--- src/hw/fsap_pkg.sv ---
// Constants of the framed serial audio port: register map, fields, resets.
// Assumes a 32-bit classic Wishbone slave with byte addresses.
package fsap_pkg;

    // ****************************************************************
    // Register byte offsets
    // ****************************************************************
    localparam logic [7:0] OFS_CTRL    = 8'h00;
    localparam logic [7:0] OFS_FRAME   = 8'h04;
    localparam logic [7:0] OFS_CLOCK   = 8'h08;
    localparam logic [7:0] OFS_STATUS  = 8'h0C;
    localparam logic [7:0] OFS_TXDATA0 = 8'h10;
    localparam logic [7:0] OFS_RXDATA0 = 8'h18;
    localparam logic [7:0] OFS_FPTR0   = 8'h20;
    localparam logic [7:0] OFS_STRIDE  = 8'h04;

    // ****************************************************************
    // Control fields
    // ****************************************************************
    localparam int CTRL_TX_ON     = 0;
    localparam int CTRL_RX_ON     = 1;
    localparam int CTRL_BCLK_ON   = 2;
    localparam int CTRL_MASTER    = 3;
    localparam int CTRL_STOP_RUN  = 4;
    localparam int CTRL_DEBUG_RUN = 5;
    localparam int CTRL_TXE_REQ   = 6;
    localparam int CTRL_RXF_REQ   = 7;
    localparam int CTRL_TXW_REQ   = 8;
    localparam int CTRL_RXW_REQ   = 9;

    // ****************************************************************
    // Frame, clock and pointer fields
    // ****************************************************************
    localparam int FRM_WLEN_LSB = 0;
    localparam int FRM_WNUM_LSB = 8;
    localparam int FRM_FSL_LSB  = 16;
    localparam int FRM_WM_LSB   = 24;
    localparam int CLK_BDIV_LSB = 0;
    localparam int CLK_MDIV_LSB = 8;
    localparam int CLK_MSRC     = 16;
    localparam int PTR_RD_LSB   = 16;

    // ****************************************************************
    // Status fields
    // ****************************************************************
    localparam int ST_FS_ERR   = 0;
    localparam int ST_WSTART   = 1;
    localparam int ST_TX_EMPTY = 2;
    localparam int ST_RX_FULL  = 3;
    localparam int ST_TX_REQ   = 4;
    localparam int ST_RX_REQ   = 5;

    // ****************************************************************
    // Reset values
    // ****************************************************************
    localparam logic [31:0] CTRL_RST  = 32'h0000_0000;
    localparam logic [31:0] FRAME_RST = 32'h0200_1F1F;
    localparam logic [31:0] CLOCK_RST = 32'h0000_0000;

    typedef enum logic {FSAP_IDLE, FSAP_RUN} fsap_run_t;

endpackage : fsap_pkg

--- src/hw/fsap_fifo.sv ---
// Show-ahead FIFO of one serial data channel, flip-flop storage.
// Assumes push and pop from the same clock; push when full and pop
// when empty are ignored.
`timescale 1ns/1ps
module fsap_fifo #(
    parameter int DW = 32,
    parameter int AW = 3
) (
    input  wire logic          clk_in,
    input  wire logic          rst_n_in,
    input  wire logic          push_in,
    input  wire logic [DW-1:0] push_data_in,
    input  wire logic          pop_in,
    output logic      [DW-1:0] pop_data_out,
    output logic      [AW:0]   wr_ptr_out,
    output logic      [AW:0]   rd_ptr_out,
    output logic               full_out,
    output logic               empty_out
);

    logic [DW-1:0] mem_q [2**AW];
    logic [AW:0]   wr_q;
    logic [AW:0]   rd_q;

    if (AW < 1 || AW > 8) begin : g_chk
        $error("fsap_fifo: AW out of range");
    end

    // Wrap bit tells full from empty
    assign empty_out    = (wr_q == rd_q);
    assign full_out     = (wr_q == {~rd_q[AW], rd_q[AW-1:0]});
    assign pop_data_out = mem_q[rd_q[AW-1:0]];
    assign wr_ptr_out   = wr_q;
    assign rd_ptr_out   = rd_q;

    always_ff @(posedge clk_in) begin
        if (push_in && !full_out) begin
            mem_q[wr_q[AW-1:0]] <= push_data_in;
        end
    end

    always_ff @(posedge clk_in) begin
        if (!rst_n_in) begin
            wr_q <= '0;
            rd_q <= '0;
        end else begin
            if (push_in && !full_out) begin
                wr_q <= wr_q + 1'b1;
            end
            if (pop_in && !empty_out) begin
                rd_q <= rd_q + 1'b1;
            end
        end
    end

endmodule : fsap_fifo

--- src/hw/fsap_top.sv ---
// Framed serial audio port: Wishbone registers, clock and frame sync
// generation, two transmit and two receive data channels.
// Assumes link pins are asynchronous to clk_in and are synchronised here.
`timescale 1ns/1ps
module fsap_top #(
    parameter int NCH = 2,
    parameter int AW  = 3
) (
    input  wire logic           clk_in,
    input  wire logic           rst_n_in,
    input  wire logic           wb_cyc_in,
    input  wire logic           wb_stb_in,
    input  wire logic           wb_we_in,
    input  wire logic [7:0]     wb_adr_in,
    input  wire logic [3:0]     wb_sel_in,
    input  wire logic [31:0]    wb_dat_in,
    output logic      [31:0]    wb_dat_out,
    output logic                wb_ack_out,
    input  wire logic           stop_mode_in,
    input  wire logic           debug_mode_in,
    input  wire logic           mclk_ext_in,
    output logic                mclk_out,
    input  wire logic           bclk_in,
    output logic                bclk_out,
    output logic                bclk_oe_out,
    input  wire logic           fs_in,
    output logic                fs_out,
    output logic                fs_oe_out,
    output logic      [NCH-1:0] tx_data_out,
    input  wire logic [NCH-1:0] rx_data_in,
    output logic                tx_req_out,
    output logic                rx_req_out
);

    localparam int SW = 3 + NCH;

    if (NCH != 2 || AW < 1 || AW > 5) begin : g_chk
        $error("fsap_top: NCH must be 2 and AW in 1..5");
    end

    // ****************************************************************
    // Pin synchronisers
    // ****************************************************************
    logic [SW-1:0] s1_q, s2_q, s3_q;

    always_ff @(posedge clk_in) begin
        if (!rst_n_in) begin
            s1_q <= '0;
            s2_q <= '0;
            s3_q <= '0;
        end else begin
            s1_q <= {rx_data_in, mclk_ext_in, fs_in, bclk_in};
            s2_q <= s1_q;
            s3_q <= s2_q;
        end
    end

    // ****************************************************************
    // Registers and decode
    // ****************************************************************
    logic [31:0] ctrl_q, frame_q, clock_q;
    logic        fs_err_q, wstart_q, ack_q;
    logic [31:0] bmask, rd_d;
    logic        req, acc, wr_acc;
    logic [4:0]  wlm1, wnm1, fslm1;
    logic [AW:0] wm;
    logic        tx_on, rx_on, master, hold;

    assign req    = wb_cyc_in && wb_stb_in && !ack_q;
    assign acc    = wb_cyc_in && wb_stb_in && ack_q;
    assign wr_acc = acc && wb_we_in;
    assign bmask  = {{8{wb_sel_in[3]}}, {8{wb_sel_in[2]}},
                     {8{wb_sel_in[1]}}, {8{wb_sel_in[0]}}};
    assign tx_on  = ctrl_q[fsap_pkg::CTRL_TX_ON];
    assign rx_on  = ctrl_q[fsap_pkg::CTRL_RX_ON];
    assign master = ctrl_q[fsap_pkg::CTRL_MASTER];
    assign wlm1   = frame_q[fsap_pkg::FRM_WLEN_LSB +: 5];
    assign wnm1   = frame_q[fsap_pkg::FRM_WNUM_LSB +: 5];
    assign fslm1  = frame_q[fsap_pkg::FRM_FSL_LSB +: 5];
    assign wm     = frame_q[fsap_pkg::FRM_WM_LSB +: AW+1];
    assign hold   = (stop_mode_in && !ctrl_q[fsap_pkg::CTRL_STOP_RUN])
                 || (debug_mode_in
                     && !ctrl_q[fsap_pkg::CTRL_DEBUG_RUN]);

    always_ff @(posedge clk_in) begin
        if (!rst_n_in) begin
            ctrl_q  <= fsap_pkg::CTRL_RST;
            frame_q <= fsap_pkg::FRAME_RST;
            clock_q <= fsap_pkg::CLOCK_RST;
        end else if (wr_acc) begin
            unique case (wb_adr_in)
                fsap_pkg::OFS_CTRL: begin
                    ctrl_q <= (ctrl_q & ~bmask) | (wb_dat_in & bmask);
                end
                fsap_pkg::OFS_FRAME: begin
                    frame_q <= (frame_q & ~bmask) | (wb_dat_in & bmask);
                end
                fsap_pkg::OFS_CLOCK: begin
                    clock_q <= (clock_q & ~bmask) | (wb_dat_in & bmask);
                end
                default: begin
                end
            endcase
        end
    end

    // ****************************************************************
    // Master and bit clock generation
    // ****************************************************************
    logic [7:0] mdiv_q, bdiv_q;
    logic       mclk_q, bclk_q, src_tick, mclk_tick, bwrap;
    logic       rise_ev, fall_ev;

    assign src_tick  = clock_q[fsap_pkg::CLK_MSRC] ? (s2_q[2] && !s3_q[2])
                                                    : 1'b1;
    assign mclk_tick = src_tick && !mclk_q
                    && (mdiv_q >= clock_q[fsap_pkg::CLK_MDIV_LSB +: 8]);
    assign bwrap     = mclk_tick
                    && (bdiv_q >= clock_q[fsap_pkg::CLK_BDIV_LSB +: 8]);

    always_ff @(posedge clk_in) begin
        if (!rst_n_in) begin
            mdiv_q <= 8'h00;
            mclk_q <= 1'b0;
        end else if (src_tick) begin
            if (mdiv_q >= clock_q[fsap_pkg::CLK_MDIV_LSB +: 8]) begin
                mdiv_q <= 8'h00;
                mclk_q <= !mclk_q;
            end else begin
                mdiv_q <= mdiv_q + 8'h01;
            end
        end
    end

    // Free running while enabled, never gated per frame
    always_ff @(posedge clk_in) begin
        if (!rst_n_in) begin
            bdiv_q <= 8'h00;
            bclk_q <= 1'b0;
        end else if (!ctrl_q[fsap_pkg::CTRL_BCLK_ON] || !master) begin
            bdiv_q <= 8'h00;
            bclk_q <= 1'b0;
        end else if (bwrap) begin
            bdiv_q <= 8'h00;
            bclk_q <= !bclk_q;
        end else if (mclk_tick) begin
            bdiv_q <= bdiv_q + 8'h01;
        end
    end

    // Data changes on falling and is sampled on rising bit clock
    always_comb begin
        rise_ev = 1'b0;
        fall_ev = 1'b0;
        if (ctrl_q[fsap_pkg::CTRL_BCLK_ON]) begin
            if (master) begin
                rise_ev = bwrap && !bclk_q;
                fall_ev = bwrap && bclk_q;
            end else begin
                rise_ev = s2_q[0] && !s3_q[0];
                fall_ev = !s2_q[0] && s3_q[0];
            end
        end
    end

    // ****************************************************************
    // Frame sequencing
    // ****************************************************************
    fsap_pkg::fsap_run_t run_q;
    logic [4:0] bit_q, word_q;
    logic       fs_prev_q, restart_q, last_bit, at_end, start_c, wstart_ev;
    logic       fs_rise;

    assign last_bit  = (bit_q == wlm1);
    assign at_end    = last_bit && (word_q == wnm1);
    assign start_c   = (tx_on || rx_on) && !hold
                    && (master ? (run_q == fsap_pkg::FSAP_IDLE || at_end)
                               : restart_q);
    assign wstart_ev = fall_ev && (start_c
                    || (run_q == fsap_pkg::FSAP_RUN && last_bit && !at_end));
    assign fs_rise   = rise_ev && s2_q[1] && !fs_prev_q;

    always_ff @(posedge clk_in) begin
        if (!rst_n_in) begin
            fs_prev_q <= 1'b0;
            restart_q <= 1'b0;
        end else begin
            if (rise_ev) begin
                fs_prev_q <= s2_q[1];
            end
            if (fs_rise && !master) begin
                restart_q <= 1'b1;
            end else if (fall_ev) begin
                restart_q <= 1'b0;
            end
        end
    end

    // Master frames repeat while an enable stays set and hold is clear; slave frames start only on an fs rise
    always_ff @(posedge clk_in) begin
        if (!rst_n_in) begin
            run_q  <= fsap_pkg::FSAP_IDLE;
            bit_q  <= 5'h00;
            word_q <= 5'h00;
        end else if (fall_ev) begin
            if (start_c) begin
                run_q  <= fsap_pkg::FSAP_RUN;
                bit_q  <= 5'h00;
                word_q <= 5'h00;
            end else if (run_q == fsap_pkg::FSAP_RUN) begin
                if (at_end) begin
                    run_q <= fsap_pkg::FSAP_IDLE;
                end else if (last_bit) begin
                    bit_q  <= 5'h00;
                    word_q <= word_q + 5'h01;
                end else begin
                    bit_q <= bit_q + 5'h01;
                end
            end
        end
    end

    // Sync length alone picks I2S-like or network framing
    always_ff @(posedge clk_in) begin
        if (!rst_n_in) begin
            fs_out    <= 1'b0;
            fs_oe_out <= 1'b0;
            bclk_out  <= 1'b0;
            bclk_oe_out <= 1'b0;
            mclk_out  <= 1'b0;
        end else begin
            fs_out <= master && run_q == fsap_pkg::FSAP_RUN
                   && word_q == 5'h00 && bit_q <= fslm1;
            fs_oe_out   <= master && (tx_on || rx_on);
            // Next bit clock level, so the pin edge meets the data change
            bclk_out    <= ctrl_q[fsap_pkg::CTRL_BCLK_ON] && master
                        && (bclk_q ^ bwrap);
            bclk_oe_out <= master && ctrl_q[fsap_pkg::CTRL_BCLK_ON];
            mclk_out    <= mclk_q;
        end
    end

    // Set wins over a write-one clear
    always_ff @(posedge clk_in) begin
        if (!rst_n_in) begin
            fs_err_q <= 1'b0;
            wstart_q <= 1'b0;
        end else begin
            if (fall_ev && restart_q && run_q == fsap_pkg::FSAP_RUN
                && !at_end) begin
                fs_err_q <= 1'b1;
            end else if (wr_acc && wb_adr_in == fsap_pkg::OFS_STATUS
                         && wb_sel_in[0]
                         && wb_dat_in[fsap_pkg::ST_FS_ERR]) begin
                fs_err_q <= 1'b0;
            end
            if (wstart_ev) begin
                wstart_q <= 1'b1;
            end else if (wr_acc && wb_adr_in == fsap_pkg::OFS_STATUS
                         && wb_sel_in[0]
                         && wb_dat_in[fsap_pkg::ST_WSTART]) begin
                wstart_q <= 1'b0;
            end
        end
    end

    // ****************************************************************
    // Data channels
    // ****************************************************************
    logic [31:0]    tx_pd [NCH];
    logic [31:0]    rx_pd [NCH];
    logic [AW:0]    tx_wp [NCH], tx_rp [NCH], rx_wp [NCH], rx_rp [NCH];
    logic [NCH-1:0] tx_full, tx_empty, rx_full, rx_empty;
    logic [NCH-1:0] tx_wml, rx_wml;
    logic [31:0]    wmask;

    assign wmask = ~(32'hFFFF_FFFE << wlm1);

    for (genvar c = 0; c < NCH; c++) begin : g_ch
        logic [31:0] tsh_q, rsh_q, algn, rnext;
        logic        tpop, rpush, tpush, rpop;
        localparam logic [7:0] TXA = fsap_pkg::OFS_TXDATA0
                                   + 8'(c) * fsap_pkg::OFS_STRIDE;
        localparam logic [7:0] RXA = fsap_pkg::OFS_RXDATA0
                                   + 8'(c) * fsap_pkg::OFS_STRIDE;

        assign tpush = wr_acc && wb_adr_in == TXA && (|wb_sel_in);
        assign rpop  = acc && !wb_we_in && wb_adr_in == RXA;
        assign tpop  = wstart_ev && tx_on && !tx_empty[c];
        // Fixed MSB-first placement, no alignment choice
        assign algn  = tpop ? (tx_pd[c] << (5'd31 - wlm1)) : 32'h0;
        assign rnext = {rsh_q[30:0], s2_q[3+c]};
        assign rpush = rise_ev && run_q == fsap_pkg::FSAP_RUN
                    && rx_on && last_bit;

        fsap_fifo #(.DW(32), .AW(AW)) u_tx (
            .clk_in       (clk_in),
            .rst_n_in     (rst_n_in),
            .push_in      (tpush),
            .push_data_in (wb_dat_in),
            .pop_in       (tpop),
            .pop_data_out (tx_pd[c]),
            .wr_ptr_out   (tx_wp[c]),
            .rd_ptr_out   (tx_rp[c]),
            .full_out     (tx_full[c]),
            .empty_out    (tx_empty[c])
        );

        fsap_fifo #(.DW(32), .AW(AW)) u_rx (
            .clk_in       (clk_in),
            .rst_n_in     (rst_n_in),
            .push_in      (rpush),
            .push_data_in (rnext & wmask),
            .pop_in       (rpop),
            .pop_data_out (rx_pd[c]),
            .wr_ptr_out   (rx_wp[c]),
            .rd_ptr_out   (rx_rp[c]),
            .full_out     (rx_full[c]),
            .empty_out    (rx_empty[c])
        );

        assign tx_wml[c] = AW'(tx_wp[c] - tx_rp[c]) <= wm;
        assign rx_wml[c] = AW'(rx_wp[c] - rx_rp[c]) >= wm;

        always_ff @(posedge clk_in) begin
            if (!rst_n_in) begin
                tsh_q          <= 32'h0;
                tx_data_out[c] <= 1'b0;
            end else if (wstart_ev) begin
                tsh_q          <= {algn[30:0], 1'b0};
                tx_data_out[c] <= algn[31];
            end else if (fall_ev) begin
                tsh_q          <= {tsh_q[30:0], 1'b0};
                tx_data_out[c] <= (run_q == fsap_pkg::FSAP_RUN)
                                  && tsh_q[31];
            end
        end

        always_ff @(posedge clk_in) begin
            if (!rst_n_in) begin
                rsh_q <= 32'h0;
            end else if (rise_ev && run_q == fsap_pkg::FSAP_RUN) begin
                rsh_q <= rnext;
            end
        end
    end

    // ****************************************************************
    // Requests and bus answer
    // ****************************************************************
    logic tx_req_d, rx_req_d;

    assign tx_req_d = tx_on
        && ((ctrl_q[fsap_pkg::CTRL_TXE_REQ] && (|tx_empty))
         || (ctrl_q[fsap_pkg::CTRL_TXW_REQ] && (|tx_wml)));
    assign rx_req_d = rx_on
        && ((ctrl_q[fsap_pkg::CTRL_RXF_REQ] && (|rx_full))
         || (ctrl_q[fsap_pkg::CTRL_RXW_REQ] && (|rx_wml)));

    always_comb begin
        rd_d = 32'h0;
        unique case (wb_adr_in)
            fsap_pkg::OFS_CTRL:  rd_d = ctrl_q;
            fsap_pkg::OFS_FRAME: rd_d = frame_q;
            fsap_pkg::OFS_CLOCK: rd_d = clock_q;
            fsap_pkg::OFS_STATUS: begin
                rd_d[fsap_pkg::ST_FS_ERR]   = fs_err_q;
                rd_d[fsap_pkg::ST_WSTART]   = wstart_q;
                rd_d[fsap_pkg::ST_TX_EMPTY] = |tx_empty;
                rd_d[fsap_pkg::ST_RX_FULL]  = |rx_full;
                rd_d[fsap_pkg::ST_TX_REQ]   = tx_req_d;
                rd_d[fsap_pkg::ST_RX_REQ]   = rx_req_d;
            end
            fsap_pkg::OFS_RXDATA0: rd_d = rx_pd[0];
            fsap_pkg::OFS_RXDATA0 + fsap_pkg::OFS_STRIDE: rd_d = rx_pd[1];
            fsap_pkg::OFS_FPTR0: begin
                rd_d[AW:0] = tx_wp[0];
                rd_d[fsap_pkg::PTR_RD_LSB +: AW+1] = tx_rp[0];
            end
            fsap_pkg::OFS_FPTR0 + 8'h04: begin
                rd_d[AW:0] = tx_wp[1];
                rd_d[fsap_pkg::PTR_RD_LSB +: AW+1] = tx_rp[1];
            end
            fsap_pkg::OFS_FPTR0 + 8'h08: begin
                rd_d[AW:0] = rx_wp[0];
                rd_d[fsap_pkg::PTR_RD_LSB +: AW+1] = rx_rp[0];
            end
            fsap_pkg::OFS_FPTR0 + 8'h0C: begin
                rd_d[AW:0] = rx_wp[1];
                rd_d[fsap_pkg::PTR_RD_LSB +: AW+1] = rx_rp[1];
            end
            default: rd_d = 32'h0;
        endcase
    end

    assign wb_ack_out = ack_q;

    always_ff @(posedge clk_in) begin
        if (!rst_n_in) begin
            ack_q      <= 1'b0;
            wb_dat_out <= 32'h0;
            tx_req_out <= 1'b0;
            rx_req_out <= 1'b0;
        end else begin
            ack_q      <= req;
            tx_req_out <= tx_req_d;
            rx_req_out <= rx_req_d;
            if (req) begin
                wb_dat_out <= rd_d;
            end
        end
    end

endmodule : fsap_top

--- config.mk ---
export PLATFORM = sky130hd
export DESIGN_NAME = fsap_top
export DESIGN_NICKNAME = d
export VERILOG_FILES = /design/src/hw/fsap_pkg.sv /design/src/hw/fsap_fifo.sv /design/src/hw/fsap_top.sv
export SDC_FILE = /design/constraint.sdc
export NUM_CORES = 2
export LEC_CHECK = 0
export ABC_CLOCK_PERIOD_IN_PS = 8650
export CAP_MARGIN = 5
export CORE_ASPECT_RATIO = 1.4
export CORE_MARGIN = 2
export CORE_UTILIZATION = 53
export CTS_CLUSTER_DIAMETER = 120
export CTS_CLUSTER_SIZE = 8
export DETAILED_ROUTE_END_ITERATION = 10
export DONT_BUFFER_PORTS = 1
export GPL_TIMING_DRIVEN = 0
export MAX_ROUTING_LAYER = met4
export PLACE_DENSITY_LB_ADDON = 0.15
export SKIP_CTS_REPAIR_TIMING = 1
export SLEW_MARGIN = 20
export SYNTH_ARGS = -nofsm -noshare
export SYNTH_HDL_FRONTEND = slang
export SYNTH_HIERARCHICAL = 1
export SYNTH_SLANG_ARGS = --single-unit
--- constraint.sdc ---
create_clock -name clk_in -period 8.65 [get_ports clk_in]
set_clock_uncertainty 0.15 [all_clocks]
set_input_delay 1.2975 -clock clk_in [delete_from_list [all_inputs] [get_ports clk_in]]
set_output_delay 1.2975 -clock clk_in [all_outputs]
set_load 0.02 [all_outputs]
# --- Word-level counts from Yosys, hierarchy flattened ---
# Memory sizes are Yosys's and may differ from the RTL's. A register that Yosys moved wholly into a read port is not among the register bits.
# Index checks and enable logic that the tools add are counted.
totals:
  regBits: 340
  ram_bits: 1024
  memories: 4
op_classes:
  n_addsub: 17
  n_lt_le_gt_ge: 7
  eq_ne: 22
  shift: 3
  n_mux: 55
  bitwise: 18
  n_reduce_logical: 115
memory_table:
  columns: ["memory", "words", "word_bits", "rd", "rd_ports_with_merged_regs", "write_ports", "line", "source"]
  rows:
  - ["g_ch[0].u_rx.mem_q", 8, 32, 1, 1, 1, "fsap_fifo.sv:21", "logic [DW-1:0] mem_q [2**AW];"]
  - ["g_ch[0].u_tx.mem_q", 8, 32, 1, 1, 1, "fsap_fifo.sv:21", null]
  - ["g_ch[1].u_rx.mem_q", 8, 32, 1, 1, 1, "fsap_fifo.sv:21", null]
  - ["g_ch[1].u_tx.mem_q", 8, 32, 1, 1, 1, "fsap_fifo.sv:21", null]
op_table:
  columns: ["cell", "count"]
  rows:
  - ["32-bit AND", 6]
  - ["32-bit 2-to-1 mux", 6]
  - ["32-bit bitwise OR", 3]
  - ["1-bit logical AND", 65]
  - ["32-bit inverter", 2]
  - ["32-bit by 5-bit << shifter with 32-bit output", 2]
  - ["12-bit one-hot mux with 5 select lines", 1]
  - ["10-bit one-hot mux with 5 select lines", 1]
  - ["5-bit 2-to-1 mux", 8]
  - ["4-bit one-hot mux with 10 select lines", 1]
  - ["4-bit one-hot mux with 9 select lines", 1]
  - ["4-bit by 1-bit adder with 4-bit output, second input constant", 8]
  - ["4-bit equality test", 8]
  - ["8-bit by 5-bit equality test with 1-bit output, second input constant", 4]
  - ["8-bit by 6-bit equality test with 1-bit output, second input constant", 4]
  - ["32-bit by 5-bit << shifter with 32-bit output, first input constant", 1]
  - ["1-bit 2-to-1 mux", 27]
  - ["3-bit 2-to-1 mux", 8]
  - ["1-bit logical NOT", 22]
  - ["8-bit by 1-bit adder with 8-bit output, second input constant", 2]
  - ["8-bit by 4-bit equality test with 1-bit output, second input constant", 2]
  - ["8-bit >= comparator", 2]
  - ["2-bit one-hot mux with 6 select lines", 1]
  - ["2-bit nonzero test", 6]
  - ["other kinds (21)", 46]

# --- Depth between registers and ports, before layout ---
logic_depth:
  ltp_word: 15
  mapped_depth: 17
  ltp_nobuf: 15

# --- Modules after synthesis ---
# Netlist, hierarchy kept.
by_module_without_submodules:
  columns: ["mod", "instances", "cells_each", "area_each_um2"]
  rows:
  - ["fsap_fifo", 4, 453, 10470.0]
  - ["fsap_top", 1, 2149, 18138.6]

# --- Worst setup path before layout ---
# Ideal clock, no wire load.
synth_timing:
  path_kind: "register -> register"
  from: "register (tool-made name)"
  to: "memory g_ch[0].u_rx.mem_q[5][0], enable pin"
  setup_time_ns: 0.513
  t_arrival_ns: 6.510
  required_time_ns: 7.987
  slack_ns: 1.477
  stages_incl_launch_ff: 16
  n_path_buf: 1
  cell_sequence: "dfxtp_1 inv_1 ha_1 o21a_1 nor2_1 nor3_1 nand2_1 nor3_1 ha_1 a21oi_1 nor2b_1 and2_1 clkbuf_1 and3_1 nand2_1 nor4b_1"
synth_rtl:
  columns: ["element", "line"]
  rows:
  - ["end: declaration", "fsap_fifo.sv:21"]

==> metrics.log <==
INFO  metric die_height = 402 microns
INFO  metric cts.sinks = 1375
INFO  metric timing.critical_path.from_type = flop
INFO  metric coreArea = 113000 sq um
INFO  metric num_vias = 38000
INFO  metric max_freq = 129 MHz
INFO  metric post-route-cell-area = 68800 sq um
INFO  metric synth.net_count = 4071
INFO  metric maxSlewHeadroom = 19.9%
INFO  metric power_report.internal_total = 0.0111 W
INFO  metric worst-slew-pin-transition = around 1.2 ns
INFO  metric initial_standard_cell_utilization_of_the_core = 53.2%
INFO  metric grtUsageTotal = 33.8%
INFO  metric gp_congestion = roughly 1.1
INFO  metric fraction_of_final_layout_cells_with_drive_strength_greater_than_1 = 22.0%
INFO  metric routed_wirelength = 189 mm
INFO  metric clk_latency_worst_skew_pair = 0.81 ns
INFO  metric min-delay-path-class = flop to flop
INFO  metric synth.cell_area = ~60000 sq um
INFO  metric fillerInstances = 8608
INFO  metric routed_antenna_nets = 0
INFO  metric timing.critical_path.arrival = 8.12 ns
INFO  metric grt_pass1_wl = ~270 mm
INFO  metric cts_root_buf = sky130_fd_sc_hd__clkbuf_16
INFO  metric switching_share = 20.6%
INFO  metric slew_viol_final = 0
INFO  metric p_leak = 23.5 nW
INFO  metric routedWlPerCell = 31.8 microns
INFO  metric clock_power_share = roughly half
INFO  metric dpl_cell_area = 63300 sq um
INFO  metric cp_data_required_time = 9.00 ns
INFO  metric syn2layout_area_growth = 14.6%
INFO  metric chipWidth = 288 microns
INFO  metric crit_path_end_kind = flop
INFO  metric layout_worst_path_cycle_share = between 80 and 90%
INFO  metric route.top_layer_used = met4
INFO  metric run_status = finished clean
INFO  metric finish.net_count = 4444
INFO  metric post-route-util = 61.0%
INFO  metric boundaryPins = 98
INFO  metric final_hold_violations = 0
INFO  metric crit_path_max_fanout = 12
INFO  metric vdd_drop_max = ~0.26 mV
INFO  metric grt_start_max_net_pins = between 40 and 50
INFO  metric layout_min_cycle_time = approximately 8 ns
INFO  metric yosysWarningCount = 6
INFO  metric grt_antenna_before_repair = 14
INFO  metric tritoncts = yes
INFO  metric synthCells = 3959
INFO  metric met1_length = 66.3 mm
INFO  metric hpwlAfterDp = 140 mm
INFO  metric setup_slack = 0.878 ns
INFO  metric avgViaCountPerCell = between 6 and 7
INFO  metric p_per_area = 204 nW/um^2
INFO  metric portBuffers = 0
INFO  metric clock_buffer_count_from_cts = 189
INFO  metric gr-total-overflow = 0
INFO  metric total_drc_errors_in_the_routed_layout = 0
INFO  metric seqPwrFrac = 50.5%
INFO  metric dp_worst_setup_slack = just over 0.9 ns
INFO  metric comb_power_share = less than 1%
INFO  metric grt_setup_unrepaired = false
INFO  metric first_iter_violations = between 3000 and 4000
INFO  metric grt_pass1_vias = 38200
INFO  metric met2WireLength = 94.4 mm
INFO  metric drv.max_cap_violation_count = 0
INFO  metric total_switching_power = 0.00289 W
INFO  metric htree_levels = 4
INFO  metric fp-row-count = roughly 150
INFO  metric clk_path_buf_depth = 3
INFO  metric area_of_the_die = roughly 120000 sq um
INFO  metric syn_avg_cell_area = 15.2 sq um
INFO  metric setup_viol = 0
INFO  metric cts.clk_slew.worst_paths = 0.05 ns
INFO  metric drtPass1Iterations = 8
INFO  metric route.met3.wl = between 10 and 15 mm
INFO  metric timing_worst_setup_path_type = flop to flop
==> metal layers <==
layer,track usage [%],vias up
li1,-,16300
met1,37.0,19500
met2,55.3,1632
met3,7.73,535
met4,21.9,0
met5,-,-
==> flip-flops by register name (all words and copies together) (netlist names), 5 cells and up, named ones only <==
register and count:
bdiv_q 8, bit_q 5, g_ch.rsh_q 62, g_ch.tsh_q 62, g_ch.u_rx/mem_q 512, g_ch.u_rx/rd_ptr_out 8, g_ch.u_rx/wr_ptr_out 8, g_ch.u_tx/mem_q 512
g_ch.u_tx/rd_ptr_out 8, g_ch.u_tx/wr_ptr_out 8, mdiv_q 8, s1_q 5, s2_q 5, wb_dat_out 32, word_q 5
==> placed cells by master (no fill, tap or decap), types with 39 or more instances in the layout <==
cell type,instances
sky130_fd_sc_hd__buf_4,71
sky130_fd_sc_hd__edfxtp_1,1024
sky130_fd_sc_hd__nand2_1,335
sky130_fd_sc_hd__o21ai_0,135
sky130_fd_sc_hd__clkbuf_16,190
sky130_fd_sc_hd__inv_1,55
sky130_fd_sc_hd__a22oi_1,39
sky130_fd_sc_hd__buf_2,168
sky130_fd_sc_hd__mux4_2,241
sky130_fd_sc_hd__mux2_2,136
sky130_fd_sc_hd__ha_1,52
sky130_fd_sc_hd__nand3_1,91
sky130_fd_sc_hd__mux4_1,72
sky130_fd_sc_hd__dfxtp_1,351
sky130_fd_sc_hd__clkbuf_1,223
sky130_fd_sc_hd__a21oi_1,174
sky130_fd_sc_hd__nor2_1,174
sky130_fd_sc_hd__mux2i_1,150
==> power by group through the flow <==
| stage | combinational, W | clock, W | sequential, W |
|---|---|---|---|
| 2_1_floorplan | 0.0000743 | 0 | 0.00720 |
| 3_3_place_gp | 0.000121 | 0 | 0.00721 |
| 3_5_place_dp | 0.000125 | 0 | 0.00721 |
| 4_1_cts | 0.000126 | 0.00690 | 0.00708 |
| 5_1_grt | 0.000134 | 0.00716 | 0.00708 |
| 6_report | 0.000128 | 0.00682 | 0.00708 |
==> cell type report <==
class	count	area, sq um	area share (%)
repair buffers	182	1170	1.70
diodes	9	22.5	0.0328
flip-flops and latches	1375	37800	54.9
multi-input cells	2264	20900	30.4
clock inverters	13	314	0.457
well taps	1480	1850	2.69
inverters	59	221	0.322
clock buffers	294	5140	7.48
plain buffers	261	1390	2.02
==> path summary, 6_finish.rpt <==
| check | from | to | slack, ns | depth (start not counted) |
|---|---|---|---|---|
| hold / removal | s1_q[0] | s2_q[0] | 0.28 | 1 |
| hold reg to reg | s1_q[0] | s2_q[0] | 0.28 | 1 |
| setup / recovery | flop | g_ch[1].u_rx/mem_q[4][28] | 0.88 | 21 |
| setup reg to reg | flop | g_ch[1].u_rx/mem_q[4][28] | 0.88 | 21 |
==> per-stage QoR <==
step	instances	hold WS [ns]	setup TNS, ns	total power [W]
final	5937	0.283	0	0.0140
after global routing	5936	0.287	0	0.0144
after CTS	5928	0.279	0	0.0141
after detailed placement	5621	0.270	0	0.00733
after global placement	5439	0.265	-2365.64	0.00733
after floorplan	3959	0.262	0	0.00727
==> worst max-delay path, stage by stage, from the launching register on <==
cell and delay [ns]:
sky130_fd_sc_hd__dfxtp_1 0.35, sky130_fd_sc_hd__inv_1 0.15, sky130_fd_sc_hd__ha_1 0.35, sky130_fd_sc_hd__o21a_1 0.12, sky130_fd_sc_hd__nor2_1 0.05, sky130_fd_sc_hd__nor3_1 0.57, sky130_fd_sc_hd__nand2_1 0.41, sky130_fd_sc_hd__nor3_1 0.51
sky130_fd_sc_hd__ha_1 0.30, sky130_fd_sc_hd__a21oi_1 0.10, sky130_fd_sc_hd__nor2b_1 0.43, sky130_fd_sc_hd__and2_1 0.20, sky130_fd_sc_hd__clkbuf_1 0.57, sky130_fd_sc_hd__and3_1 0.70, sky130_fd_sc_hd__nand2b_1 0.19, sky130_fd_sc_hd__nor4b_2 0.75
sky130_fd_sc_hd__buf_2 0.34, sky130_fd_sc_hd__buf_2 0.22, sky130_fd_sc_hd__buf_2 0.24, sky130_fd_sc_hd__buf_2 0.25, sky130_fd_sc_hd__buf_2 0.24, sky130_fd_sc_hd__buf_2 0.24
(Power assumes the default switching activity.)
